**config.mk**
```make
export PLATFORM = sky130hd
export DESIGN_NAME = adc_control_and_result
export DESIGN_NICKNAME = d
export VERILOG_FILES = /design/src/conv_clock_gen.v /design/src/adc_control_and_result.v
export VERILOG_INCLUDE_DIRS = /design/src
export SDC_FILE = /design/constraint.sdc
export NUM_CORES = 1
export LEC_CHECK = 0
export BUFFER_PORTS_ARGS = -buffer_cell sky130_fd_sc_hd__buf_2
export CELL_PAD_IN_SITES_DETAIL_PLACEMENT = 0
export CELL_PAD_IN_SITES_GLOBAL_PLACEMENT = 1
export CORE_MARGIN = 5
export CORE_UTILIZATION = 31
export DETAILED_ROUTE_END_ITERATION = 6
export PLACE_DENSITY_LB_ADDON = 0.1
export RECOVER_POWER = 100
export SETUP_SLACK_MARGIN = 0.2
export SLEW_MARGIN = 10
export SYNTH_ARGS = -nofsm -noshare
export SYNTH_HDL_FRONTEND = slang
export SYNTH_SLANG_ARGS = --single-unit
```
**constraint.sdc**
```tcl
create_clock -name clk -period 2.4 [get_ports clk]
set_clock_uncertainty 0.05 [all_clocks]
set_input_delay 0.36 -clock clk [delete_from_list [all_inputs] [get_ports clk]]
set_output_delay 0.36 -clock clk [all_outputs]
set_load 0.01 [all_outputs]
```
**src/adc_control_defines.vh**
```
// Purpose: Constants for the converter control and result block
// Assumes: 100 MHz system clock, 8-bit register port
// Notes:   Offsets, fields, reset values and timing counts
// What this block does
// - Clock select: 000 /2, 001 /8, 010 /32, 100 /4, 101 /16, 110 /64, x11 RC.
// - Channel 000-010 analog inputs, 110 temperature, 111 reference buffer.
// - Channel codes 011, 100, 101 connect nothing.
// - Writing go while enabled starts; go reads one while converting.
// - Hardware clears go when a conversion completes.
// - Clearing go mid-conversion stops it, stores partial result, no flag.
// - With enable zero, go reads zero and nothing converts.
// - Enable one powers the converter; zero powers it down.
// - Result is eight bits filling the result register.
// - Control: clock select 7:5, channel 4:2, go 1, enable 0.
// - Normal completion sets done flag and updates result.
// - A conversion takes nine and a half bit periods.
// - RC clock adds one instruction cycle before conversion begins.
`ifndef ADC_CONTROL_DEFINES_VH
`define ADC_CONTROL_DEFINES_VH

// ==========================================================
// Register offsets
`define ADDR_CONTROL     4'h0
`define ADDR_RESULT      4'h1
`define ADDR_IRQ_STATUS  4'h2
`define ADDR_IRQ_MASK    4'h3

// ==========================================================
// Control field positions
`define CS_HI            7
`define CS_LO            5
`define CH_HI            4
`define CH_LO            2
`define GO_BIT           1
`define EN_BIT           0
`define CONTROL_RESET    8'h00

// ==========================================================
// Clock selector codes
`define CS_DIV2          3'h0
`define CS_DIV8          3'h1
`define CS_DIV32         3'h2
`define CS_DIV4          3'h4
`define CS_DIV16         3'h5
`define CS_DIV64         3'h6

// ==========================================================
// Channel selector codes
`define CH_AIN0          3'h0
`define CH_AIN1          3'h1
`define CH_AIN2          3'h2
`define CH_TEMP          3'h6
`define CH_FVR           3'h7

// ==========================================================
// Timing: half bit periods per conversion, instruction cycle
`define HALF_PERIODS     5'h13
`define INSTR_CYCLE_NS   40
`define CLK_PERIOD_NS    10
`define INSTR_CYCLES     ((`INSTR_CYCLE_NS + `CLK_PERIOD_NS - 1) / `CLK_PERIOD_NS)

`endif

```
**src/conv_clock_gen.v**
```verilog
// Purpose: Half bit period tick generator for the conversion clock
// Assumes: RC clock input is already synchronised to clk
// Notes:   Tick marks each half of a bit conversion period
`timescale 1ns/1ps
`include "adc_control_defines.vh"

module conv_clock_gen
(
    input  wire       clk,
    input  wire       rst,
    input  wire       run,
    input  wire [2:0] conv_clock_select,
    input  wire       rc_edge,
    output reg        half_tick
);

    reg  [5:0] count;
    reg  [5:0] limit;
    wire       use_rc;

    // Half period length in system clocks, minus one
    assign use_rc = (conv_clock_select[1:0] == 2'b11);
    always @*
    begin
        case (conv_clock_select)
            `CS_DIV2:  limit = 6'h00;
            `CS_DIV4:  limit = 6'h01;
            `CS_DIV8:  limit = 6'h03;
            `CS_DIV16: limit = 6'h07;
            `CS_DIV32: limit = 6'h0f;
            `CS_DIV64: limit = 6'h1f;
            default:   limit = 6'h00;
        endcase
    end

    // Divider counter, or RC edges when the RC clock is picked
    always @(posedge clk)
    begin
        if (rst || !run)
        begin
            count     <= 6'h00;
            half_tick <= 1'b0;
        end
        else if (use_rc)
        begin
            count     <= 6'h00;
            half_tick <= rc_edge;
        end
        else if (count >= limit)
        begin
            count     <= 6'h00;
            half_tick <= 1'b1;
        end
        else
        begin
            count     <= count + 6'h01;
            half_tick <= 1'b0;
        end
    end

endmodule // conv_clock_gen

```
**src/adc_control_and_result.v**
```verilog
// Purpose: Control register, sequencer and result of an 8-bit SAR converter
// Assumes: Comparator answers within one half bit period
// Notes:   Analog mux, sample-and-hold and comparator sit outside
//          The comparator answer needs three clocks to reach the SAR:
//          one for the registered trial code and two for its
//          synchroniser. Divide by two gives only two clocks per bit
//          trial, so results taken with it are not exact; use a
//          slower conversion clock when the value matters.
//          The RC clock pin is sampled as a plain level; only its
//          synchronised rising edges count as half bit periods.
//
// Decided for this implementation: the address map and the strobed register port.
`timescale 1ns/1ps
`include "adc_control_defines.vh"

module adc_control_and_result
#(
    parameter DATA_W = 8
)
(
    input  wire              clk,
    input  wire              rst,
    input  wire [3:0]        addr,
    input  wire [DATA_W-1:0] wdata,
    input  wire              wr,
    input  wire              rd,
    output reg  [DATA_W-1:0] rdata,
    input  wire              dedicated_rc_clock,
    input  wire              comparator_in,
    output reg               converter_power,
    output reg  [4:0]        channel_connect,
    output reg               sample_hold,
    output reg  [DATA_W-1:0] dac_code,
    output reg               irq
);

    // ======================================================
    // State encoding
    localparam [3:0] ST_IDLE  = 4'b0001;
    localparam [3:0] ST_DELAY = 4'b0010;
    localparam [3:0] ST_CONV  = 4'b0100;
    localparam [3:0] ST_END   = 4'b1000;

    // Last count of the RC start delay
    localparam integer DELAY_LAST = `INSTR_CYCLES - 1;

    // Control register fields as software wrote them, except go, which only a start sets and completion clears
    reg  [2:0]        conv_clock_select;
    reg  [2:0]        channel_select;
    reg               go;
    reg               converter_enable;

    // Result and interrupt state
    reg  [DATA_W-1:0] conversion_result;
    reg               conv_done_flag;
    reg               done_mask;

    // Sequencer state
    reg  [3:0]        state;
    reg  [4:0]        half_count;
    reg  [DATA_W-1:0] sar;
    reg  [2:0]        delay_count;

    // Two-stage synchronisers, plus edge history for the RC pin
    reg               rc_s1;
    reg               rc_s2;
    reg               rc_s3;
    reg               cmp_s1;
    reg               cmp_s2;

    // Decoded strobes
    wire              half_tick;
    wire              rc_edge;
    wire              wr_ctrl;
    wire              go_write;
    wire              abort;
    wire              finish;
    wire [2:0]        bit_idx;

    // Any write to the control register
    assign wr_ctrl  = wr && (addr == `ADDR_CONTROL);
    // Start only on a go write while already enabled
    assign go_write = wr_ctrl && wdata[`GO_BIT] && converter_enable
                      && wdata[`EN_BIT];
    // Clearing go or enable while busy stops the conversion
    assign abort    = (state != ST_IDLE) && wr_ctrl
                      && (!wdata[`GO_BIT] || !wdata[`EN_BIT]);
    // Last half period of the conversion
    assign finish   = (state == ST_CONV) && half_tick
                      && (half_count == `HALF_PERIODS - 5'h01);
    // Rising edge of the synchronised RC clock
    assign rc_edge  = rc_s2 && !rc_s3;
    // One below the bit under trial, counted down from the top
    assign bit_idx  = 3'h7 - half_count[3:1];

    // ======================================================
    // Synchronisers for the RC clock and comparator
    // Only the second stage reads the first, so a metastable
    // sample settles before any logic sees it
    always @(posedge clk)
    begin
        if (rst)
        begin
            rc_s1  <= 1'b0;
            rc_s2  <= 1'b0;
            rc_s3  <= 1'b0;
            cmp_s1 <= 1'b0;
            cmp_s2 <= 1'b0;
        end
        else
        begin
            rc_s1  <= dedicated_rc_clock;
            rc_s2  <= rc_s1;
            rc_s3  <= rc_s2;
            cmp_s1 <= comparator_in;
            cmp_s2 <= cmp_s1;
        end
    end

    conv_clock_gen u_clk
    (
        .clk               (clk),
        .rst               (rst),
        .run               (state == ST_CONV),
        .conv_clock_select (conv_clock_select),
        .rc_edge           (rc_edge),
        .half_tick         (half_tick)
    );

    // ======================================================
    // Control register
    always @(posedge clk)
    begin
        if (rst)
        begin
            conv_clock_select <= 3'h0;
            channel_select    <= 3'h0;
            converter_enable  <= 1'b0;
            go                <= 1'b0;
        end
        else
        begin
            if (wr_ctrl)
            begin
                conv_clock_select <= wdata[`CS_HI:`CS_LO];
                channel_select    <= wdata[`CH_HI:`CH_LO];
                converter_enable  <= wdata[`EN_BIT];
            end
            // Completion wins over a write in the same cycle, so go
            // never stays set for a conversion that has ended
            if (finish)
                go <= 1'b0;
            else if (wr_ctrl)
                go <= go_write;
        end
    end

    // ======================================================
    // Conversion sequencer
    always @(posedge clk)
    begin
        if (rst)
        begin
            state       <= ST_IDLE;
            half_count  <= 5'h00;
            sar         <= {DATA_W{1'b0}};
            delay_count <= 3'h0;
        end
        else
        begin
            case (state)
                // Idle, or the one-clock wind-down after a stop; both
                // take a new start, so a go written in the wind-down
                // is not lost while go already reads one
                ST_IDLE,
                ST_END:
                begin
                    half_count <= 5'h00;
                    state      <= ST_IDLE;
                    if (go_write)
                    begin
                        sar         <= {DATA_W{1'b0}};
                        delay_count <= 3'h0;
                        // RC clock waits one instruction time first
                        if (wdata[`CS_LO+1:`CS_LO] == 2'b11)
                            state <= ST_DELAY;
                        else
                            state <= ST_CONV;
                    end
                end
                ST_DELAY:
                begin
                    // Fixed wait before the first RC half period
                    if (abort)
                        state <= ST_END;
                    else if (delay_count == DELAY_LAST[2:0])
                        state <= ST_CONV;
                    else
                        delay_count <= delay_count + 3'h1;
                end
                ST_CONV:
                begin
                    // A stop request wins over a pending half tick
                    if (abort)
                        state <= ST_END;
                    else if (half_tick)
                    begin
                        half_count <= half_count + 5'h01;
                        // Odd half ends a bit trial; keep or drop the bit
                        if (half_count[0] && half_count >= 5'h03
                            && half_count <= 5'h11)
                            sar[bit_idx + 3'h1] <= cmp_s2;
                        if (finish)
                            state <= ST_END;
                    end
                end
                default:
                    state <= ST_IDLE;
            endcase
        end
    end

    // ======================================================
    // Result, done flag and mask
    always @(posedge clk)
    begin
        if (rst)
        begin
            conversion_result <= {DATA_W{1'b0}};
            conv_done_flag    <= 1'b0;
            done_mask         <= 1'b0;
        end
        else
        begin
            if (finish)
                conversion_result <= sar;
            // An abort keeps the bits decided so far; untried bits are 0
            else if (abort)
                conversion_result <= sar;
            // Software may also write the result register directly
            else if (wr && addr == `ADDR_RESULT)
                conversion_result <= wdata;
            // Set wins over a write-one clear
            if (finish)
                conv_done_flag <= 1'b1;
            else if (wr && addr == `ADDR_IRQ_STATUS && wdata[0])
                conv_done_flag <= 1'b0;
            // Mask bit for the single interrupt
            if (wr && addr == `ADDR_IRQ_MASK)
                done_mask <= wdata[0];
        end
    end

    // ======================================================
    // Analog side drive and read port
    always @(posedge clk)
    begin
        if (rst)
        begin
            converter_power <= 1'b0;
            channel_connect <= 5'h00;
            sample_hold     <= 1'b0;
            dac_code        <= {DATA_W{1'b0}};
            irq             <= 1'b0;
            rdata           <= {DATA_W{1'b0}};
        end
        else
        begin
            // Power follows the enable bit one clock later
            converter_power <= converter_enable;
            // Reserved codes leave every switch open
            case (channel_select)
                `CH_AIN0: channel_connect <= 5'h01;
                `CH_AIN1: channel_connect <= 5'h02;
                `CH_AIN2: channel_connect <= 5'h04;
                `CH_TEMP: channel_connect <= 5'h08;
                `CH_FVR:  channel_connect <= 5'h10;
                default:  channel_connect <= 5'h00;
            endcase
            // Hold once conversion runs; trial code sets the bit under test
            // Each trial stands for two half periods, the decided bits
            // of the SAR kept above it
            sample_hold <= (state == ST_CONV);
            if (state == ST_CONV && half_count >= 5'h02
                && half_count <= 5'h11)
                dac_code <= sar | ({{(DATA_W-1){1'b0}}, 1'b1}
                                   << (3'h7 - ((half_count[3:1])
                                   - 3'h1)));
            else
                dac_code <= {DATA_W{1'b0}};
            // Level interrupt, one clock behind the flag
            irq <= conv_done_flag && done_mask;
            // Read data stands only in the cycle after the strobe
            if (rd)
            begin
                case (addr)
                    `ADDR_CONTROL:    rdata <= {conv_clock_select,
                        channel_select, go, converter_enable};
                    `ADDR_RESULT:     rdata <= conversion_result;
                    `ADDR_IRQ_STATUS: rdata <= {7'h00, conv_done_flag};
                    `ADDR_IRQ_MASK:   rdata <= {7'h00, done_mask};
                    default:          rdata <= 8'h00;
                endcase
            end
            else
                rdata <= 8'h00;
        end
    end

endmodule // adc_control_and_result

```
==> flow_summary.ini, run 1 <==
[outcome]
outcome = finished, violations left
violations = max-capacitance violations, max-slew violations

[grt]
antenna_found_initial = 0
grt_max_degree = 38
track_usage_pct = 14.05
gr-total-overflow = 0
first_global_vias = 2848
grt_first_pass_wirelength_um = 14650

[worst_setup_path]
endpoint = u_clk.count[2]
crit_path_end_kind = flop
rr_worst_depth = 11
critical_path.top_delay_family = adder cells
crit_type = flop to flop
crit_required_ps = 2640
crit_fanout = 5
startpoint_type = flop
max_stage_delay_ps = 360
worstPathArrival_ps = 2340
crit_path_top_delay_cell = dfxtp_4
crit_chain = inv_1 -> ha_1 -> inv_1 -> nand2_1 -> ha_1 -> nand2b_1 -> a21o_1 -> a21oi_1 -> o211ai_1 -> clkbuf_2 -> nor2_1
cp_num_buf_inv = 3
crit-reg2reg-launch = conv_clock_select[1]
rr_endpoint = u_clk.count[2]
r2r_slack_ps = 300
path_depth = 11
setup.worst_path.start = conv_clock_select[1]

[cts]
clock_sinks = 74
htree_levels = 3
clockRootBuffer = clkbuf_8
clk_latency_ps = 350
cts_tree = built
cts_made_buffers = 9
clkTransAtPathRegs_ps = 70
clock_path_buffers = 2
ctsHoldBuffers = 0

[sta]
tightestPinTransition_ps = 1813
fin_setup_tns_ps = 0
slew_headroom_pct = -20.87
holdWs_ps = 172.3
finalHoldViolations = 0
setup_viol = 0
final_max_slew_viol_count = 38
max_freq_mhz = 476.0
post-route-period-util_pct = 87.54
min_period_ps = 2101
rsz0062_at_grt = yes

[logic_synthesis]
synthFlopType = dfxtp_1
synth_nets = 423
avgSynthCellArea_um2 = 9.034
syn_area_um2 = 3451
netlist_instances = 382
synthArstFlopShare_pct = 0
synth.distinct_cells = 52
ys_ff_latch = 74
yosys_warnings = 0
synth-edff-count = 0
synth_sequential_area_ratio_pct = 42.93

[power_and_ir_drop]
powerDensity_nw_per_um2 = 563.6
p_total_w = 0.002266
ir_drop_mv = 0.3980
p_leak_nw = 1.508

[route]
vias_per_cell = 4.997
vias = 2888
wl_per_cell_um = 15.33
wl_um = 8858
drt.antenna.violating_nets = 0
wl_met3_um = 343
met1_length_um = 4310
drc = 0
dr_wl_met2_um = 4138
drtPass1Iterations = 4
highest_layer = met4
first_iter_violations = 152

[place]
io_buffers = 41
dpl_cell_area_um2 = 3844
gp_congestion = 0.7940
hpwlAfterDp_um = 6297

[cells_and_area]
n_antenna_cell = 0
final_area_um2 = 4021
final_nets = 477
layout_commonest_cell = dfxtp_1
nFillCells = 1147
final_cell_mix = dfxtp_1, nor2_1, nand2_1
area_delta_synth_final_pct = 16.53
drive_above_1_share_pct = 15.75
fin_util_pct = 36.93

[die]
core-area_um2 = 10890
die_area_um2 = 13340
die_w_um = 115.5
rows = 38
die_y_um = 115.5
start_util_pct = 31.69
io_pins = 42

[hold_path]
hp-class = input pin to flop

[flow_run]
cap_violations = 1
## metrics by stage
step | cells | setup slack [ps]
floorplan | 382 | 210.9
global placement | 561 | 137.5
detailed placement | 561 | 104.7
CTS | 575 | 224.2
global route | 578 | 106.1
finish | 578 | 299.1
## worst min path at each step
stage                     cells after the start     startpoint     end  slack, ps
final                                         2  comparator_in  cmp_s1        170
after global routing                          2  comparator_in  cmp_s1        210
after CTS                                     2  comparator_in  cmp_s1        160
after detailed placement                      1          rc_s1   rc_s2        380
after global placement                        1          rc_s1   rc_s2        380
after floorplan                               1         cmp_s1  cmp_s2        360
## registers in the layout, summed over array words and instances, names as in the netlist, 3 cells and up
| name | cells |
|---|---|
| state | 4 |
| rdata | 8 |
| sar | 8 |
| dac_code | 8 |
| half_count | 5 |
| conv_clock_select | 3 |
| channel_connect | 5 |
| u_clk.count | 6 |
| channel_select | 3 |
| conversion_result | 8 |
| delay_count | 3 |
## synthesized netlist by cell type (6+ instances only)
master     n  area (um2)
a21oi_1   31       155.2
a22oi_1    7       52.55
a311oi_1   8       70.07
clkbuf_1  10       37.54
dfxtp_1   74        1481
ha_1      23       287.8
inv_1     15       56.30
nand2_1   37       138.9
nand2b_1   8       50.05
nand3_1   28       140.1
nor2_1    45       168.9
nor2b_1    8       50.05
nor4b_1    6       52.55
## cells by family after synthesis
family | count (synthesis) | synth area share, %
simple gates | 169 | 26.40
flops | 74 | 42.93
xor+xnor | 7 | 1.777
buf+inv | 31 | 4.315
fa+ha+maj | 23 | 8.339
mux | 2 | 0.6164
compound gates | 76 | 15.63
## report_power, final
| part | total, W | internal [W] | leakage [nW] | switching [W] |
|---|---|---|---|---|
| registers | 0.00124 | 0.00123 | 0.600 | 0.00000488 |
| logic | 0.0000821 | 0.0000273 | 0.818 | 0.0000548 |
| clock network | 0.000946 | 0.000490 | 0.0901 | 0.000456 |
| total | 0.00227 | 0.00175 | 1.51 | 0.000516 |
## area by class of cell
class / instances / area [um2] / share of cell area [%]
tap: 140 / 175.2 / 4.356
timing repair buffer: 59 / 299.0 / 7.436
inverter: 15 / 56.30 / 1.400
clock inverter: 3 / 42.54 / 1.058
clock buffer: 10 / 137.6 / 3.423
sequential: 74 / 1491 / 37.09
multi-input combinational: 277 / 1819 / 45.24
## what timing repair did
action / CTS / global route
endpoints found under the setup margin: 14 / 22
pin swaps: 1 / 5
setup buffers: 1 / 3
endpoints found under the hold margin: 0 / 0
resized for setup: 3 / 13
## routing by layer
layer,up-vias,GRT usage (%)
met5,-,0
met4,0,3.521
met3,4,4.021
met2,49,22.03
met1,1374,19.11
li1,1461,-
## worst register-to-register path: stages, from the launching register on
cell and delay [ps]:
dfxtp_4 360, inv_1 60, ha_1 280, inv_1 80
nand2_1 50, ha_1 260, nand2b_1 140, a21o_1 170
a21oi_1 150, o211ai_1 150, clkbuf_2 190, nor2_1 100
Power figures use the tool's default switching activity.
==> run 2: changes to the inputs <==
--- a/config.mk
+++ b/config.mk
@@ -12,7 +12,7 @@
 export CORE_MARGIN = 5
 export CORE_UTILIZATION = 31
 export DETAILED_ROUTE_END_ITERATION = 6
-export PLACE_DENSITY_LB_ADDON = 0.1
+export PLACE_DENSITY = 0.69
 export RECOVER_POWER = 100
 export SETUP_SLACK_MARGIN = 0.2
 export SLEW_MARGIN = 10
==> run 2 against run 1 <==
Against the previous run:
- the run still ends with max-capacitance violations, max-slew violations left
- count of clock-buffer cells in the layout rose by 2
- worst setup slack got worse by 42 ps
- clock power rose by 4.7%
- register-to-register slack got worse by 40 ps
- flip-flop and latch count did not move
- non-clock buffer count fell by 5
- power rose by 2.1%
- first-iteration DRC count fell by 4.6%
- wire length fell by 3.1%
- via count rose by 1.8%
- global-route usage fell by 0.52 points
- cell area barely moved
- critical endpoint is now sar[6]
==> flow_summary.ini, run 2 (same netlist as run 1, synthesis figures left out) <==
[outcome]
outcome = finished, violations left
violations = max-capacitance violations, max-slew violations

[cts]
cts_made_buffers = 9
clk_latency_ps = 350
htree_levels = 3
clkTransAtPathRegs_ps = 80
cts_tree = built
clockRootBuffer = clkbuf_8
clock_path_buffers = 2
clock_sinks = 74
ctsHoldBuffers = 0

[sta]
rsz0062_at_grt = yes
max_freq_mhz = 466.7
fin_setup_tns_ps = 0
tightestPinTransition_ps = 1740
setup_viol = 0
slew_headroom_pct = -16.03
final_max_slew_viol_count = 38
min_period_ps = 2143
post-route-period-util_pct = 89.28
finalHoldViolations = 0

[worst_setup_path]
crit-reg2reg-launch = half_count[1]
worstPathArrival_ps = 2340
crit_required_ps = 2600
crit_fanout = 11
startpoint_type = flop
crit_path_end_kind = flop
setup.worst_path.start = half_count[1]
r2r_slack_ps = 260
crit_type = flop to flop

[die]
start_util_pct = 31.69
die_w_um = 115.5
io_pins = 42
die_area_um2 = 13340
rows = 38
die_y_um = 115.5
core-area_um2 = 10890

[grt]
grt_first_pass_wirelength_um = 14200
antenna_found_initial = 0
gr-total-overflow = 0
grt_max_degree = 38
first_global_vias = 2832
track_usage_pct = 13.53

[place]
gp_congestion = 0.8406
io_buffers = 41
hpwlAfterDp_um = 6229

[route]
first_iter_violations = 145
wl_um = 8584
vias_per_cell = 5.104
vias = 2940
drc = 0
drt.antenna.violating_nets = 0
drtPass1Iterations = 4
wl_per_cell_um = 14.90

[cells_and_area]
drive_above_1_share_pct = 15.60
area_delta_synth_final_pct = 16.46
nFillCells = 1156
layout_commonest_cell = dfxtp_1
multi_input_area_um2 = 1843
final_cell_mix = dfxtp_1, nor2_1, nand2_1
n_antenna_cell = 0
final_nets = 472
seq_area_um2 = 1491

[power_and_ir_drop]
powerDensity_nw_per_um2 = 575.6
p_leak_nw = 1.495
ir_drop_mv = 0.3306
p_total_w = 0.002313

[hold_path]
hp-class = input pin to flop
holdCritStartpoint = comparator_in

[flow_run]
cap_violations = 1
run 2: changes by cell type in the layout (fill, tap and decap cells not counted), moves of 3 or more:
cell      delta
buf_4        -4
clkbuf_1     +3
nor2_2       +3
nor2_1       -3
run 2: per-layer routing:
metal	up-vias	track usage (%)	wire length [um]
li1	1459	-	-
met3	17	3.603	424
met1	1408	17.47	3917
met4	0	5.556	194
met2	56	21.45	4047
met5	-	0	0
run 2: power breakdown:
group	internal, W	switching (W)	leakage, nW	total, W
Sequential	0.00123	0.00000473	0.599	0.00124
Combinational	0.0000301	0.0000555	0.799	0.0000856
Clock	0.000510	0.000480	0.0966	0.000990
run 2: layout make-up:
cell class,count,share of cell area (%)
Timing Repair Buffer,54,6.382
Multi-Input combinational cell,277,45.86
Tap cell,140,4.359
Inverter,15,1.401
Clock buffer,12,3.611
Clock inverter,4,1.276
Sequential cell,74,37.11
run 2: path summary, 6_finish.rpt:
check / endpoint / cells past startpoint
max: sar[6] / 7
min: cmp_s1 / 2
max reg2reg: sar[6] / 7
min reg2reg: rc_s2 / 1
run 2: worst max-delay path, stage by stage (launching register included):
cell      delay [ps]
dfxtp_2          450
inv_1            150
ha_1             270
nand2b_1         150
a211oi_1         360
nor3_1           110
a21o_4           230
o221a_1          270
run 2: what timing repair did:
item	in CTS	in global routing
resized for setup	4	14
setup buffers	1	3
setup endpoints to repair	14	21
pin swaps	1	6
run 2: through the flow:
step	instances	setup slack (ps)	hold WS (ps)	cell area, um2	util, %
CTS	573	230.3	161.7	4019	36.91
global route	576	104.0	162.6	4019	36.91
detailed placement	556	65.32	382.2	3806	34.96
finish	576	257.3	177.8	4019	36.91
global placement	556	155.8	384.3	3806	34.96
floorplan	382	210.9	363.8	3451	-
==> run 3: changes to the inputs <==
--- a/config.mk
+++ b/config.mk
@@ -13,7 +13,7 @@
 export CORE_UTILIZATION = 31
 export DETAILED_ROUTE_END_ITERATION = 6
 export PLACE_DENSITY = 0.69
-export RECOVER_POWER = 100
+export RECOVER_POWER = 50
 export SETUP_SLACK_MARGIN = 0.2
 export SLEW_MARGIN = 10
 export SYNTH_ARGS = -nofsm -noshare
==> run 3 against run 2 <==
Against the previous run:
- the flow still finishes with violations (max-capacitance violations, max-slew violations)
- register-to-register slack better by 80 ps
- non-clock buffer count unchanged
- power about the same
- critical path depth up 4
- worst setup slack better by 76 ps
- fmax up 3.7%
- via count up 0.82%
- clock power about the same
- cell area up 0.53%
- count of clock-buffer cells in the layout unchanged
==> flow_summary.ini, run 3 (same netlist as run 1, synthesis figures left out) <==
[cts]
clockRootBuffer = clkbuf_8
clock_path_buffers = 2
cts_made_buffers = 9
clk_latency_ps = 350
clock_sinks = 74
clkTransAtPathRegs_ps = 80
htree_levels = 3
cts_tree = built
ctsHoldBuffers = 0

[sta]
min_period_ps = 2066
finalHoldViolations = 0
max_freq_mhz = 484.0
fin_setup_tns_ps = 0
fin_ws_ps = 333.7
post-route-period-util_pct = 86.09
setup_viol = 0
rsz0062_at_grt = yes
final_max_slew_viol_count = 38
slew_headroom_pct = -13.76
tightestPinTransition_ps = 1706

[worst_setup_path]
startpoint_type = flop
max_stage_delay_ps = 360
crit_required_ps = 2650
rr_worst_depth = 11
rr_endpoint = u_clk.count[3]
crit_fanout = 5
crit_path_end_kind = flop
crit_type = flop to flop
r2r_slack_ps = 330
crit_path_top_delay_cell = dfxtp_4
crit-reg2reg-launch = conv_clock_select[1]
worstPathArrival_ps = 2320
timing.critical_path.mode_cell = ha_1
crit_chain = inv_1 -> ha_1 -> inv_2 -> nand2_2 -> ha_1 -> nand2b_4 -> a21o_1 -> a21oi_2 -> o211ai_1 -> buf_4 -> nor2_2

[place]
gp_congestion = 0.8406
place_ws_ps = 65.32
io_buffers = 41
hpwlAfterDp_um = 6229

[cells_and_area]
area_delta_synth_final_pct = 17.08
nFillCells = 1156
final_nets = 472
layout_commonest_cell = dfxtp_1
drive_above_1_share_pct = 16.74
final_cell_mix = dfxtp_1, nor2_1, nand2_1
n_antenna_cell = 0

[grt]
gr-total-overflow = 0
grt_max_degree = 38
track_usage_pct = 13.53
antenna_found_initial = 0
grt_first_pass_wirelength_um = 14200
first_global_vias = 2832

[power_and_ir_drop]
p_leak_nw = 1.497
ir_drop_mv = 0.3304
powerDensity_nw_per_um2 = 572.2

[hold_path]
hp-class = input pin to flop
min_path_cells = 2
worstHoldEndpoint = cmp_s1
holdCritStartpoint = comparator_in

[route]
drtPass1Iterations = 5
drc = 0
first_iter_violations = 154
vias_per_cell = 5.146
drt.antenna.violating_nets = 0
wl_per_cell_um = 14.89
wl_um = 8578
vias = 2964

[die]
die_w_um = 115.5
die_y_um = 115.5
start_util_pct = 31.69
core-area_um2 = 10890
die_area_um2 = 13340
rows = 38
io_pins = 42

[flow_run]
cap_violations = 1

[outcome]
violations = max-capacitance violations, max-slew violations
outcome = finished, violations left
run 3: routing by layer:
metal | track usage [%] | share of wire (%)
met1 | 17.47 | 45
met2 | 21.45 | 47
met3 | 3.603 | 5.6
met4 | 5.556 | 2.3
met5 | 0 | 0
run 3: metrics by stage:
| stage | instances | hold WS [ps] | utilization, % | power [W] | cell area [um2] |
|---|---|---|---|---|---|
| floorplan | 382 | 363.8 | - | 0.001309 | 3451 |
| global placement | 556 | 384.3 | 34.96 | 0.001353 | 3806 |
| detailed placement | 556 | 382.2 | 34.96 | 0.001353 | 3806 |
| CTS | 573 | 161.7 | 36.91 | 0.002338 | 4019 |
| global route | 576 | 162.6 | 37.11 | 0.002412 | 4040 |
| finish | 576 | 177.6 | 37.11 | 0.002312 | 4040 |
run 3: power breakdown:
group / switching (W) / internal, W / total, W / leakage [nW]
logic: 0.0000554 / 0.0000304 / 0.0000858 / 0.801
registers: 0.00000470 / 0.00123 / 0.00124 / 0.599
clock network: 0.000478 / 0.000510 / 0.000988 / 0.0966
total: 0.000538 / 0.00177 / 0.00231 / 1.50
run 3: worst max path at each step:
| stage | startpoint | to | cells after the start |
|---|---|---|---|
| detailed placement | half_count[1] | sar[6] | 7 |
| finish | conv_clock_select[1] | u_clk.count[3] | 11 |
| global route | half_count[0] | conversion_result[7] | 8 |
| CTS | conv_clock_select[0] | u_clk.count[3] | 11 |
| global placement | half_count[2] | sar[4] | 7 |
| floorplan | half_count[1] | sar[6] | 8 |
run 3: what timing repair did:
action | CTS | global route
pin swaps | 1 | 6
cloned | 0 | 0
endpoints found under the setup margin | 14 | 21
setup buffers | 1 | 3
endpoints found under the hold margin | 0 | 0
gates resized for setup | 4 | 14
run 3: cell type report:
class / instances / area [um2] / area share, %
Tap cell: 140 / 175.2 / 4.336
Sequential cell: 74 / 1491 / 36.92
Timing Repair Buffer: 54 / 262.8 / 6.504
Multi-Input combinational cell: 277 / 1858 / 45.99
Inverter: 15 / 56.30 / 1.394
Clock buffer: 12 / 145.1 / 3.592
Clock inverter: 4 / 51.30 / 1.270
run 3: worst max-delay path: cells and delay by family, from the launching register on:
family          cells  cell delay [ps]
compound gates      3              420
buf+inv             3              320
fa+ha+maj           2              580
simple gates        3              260
flops               1              360
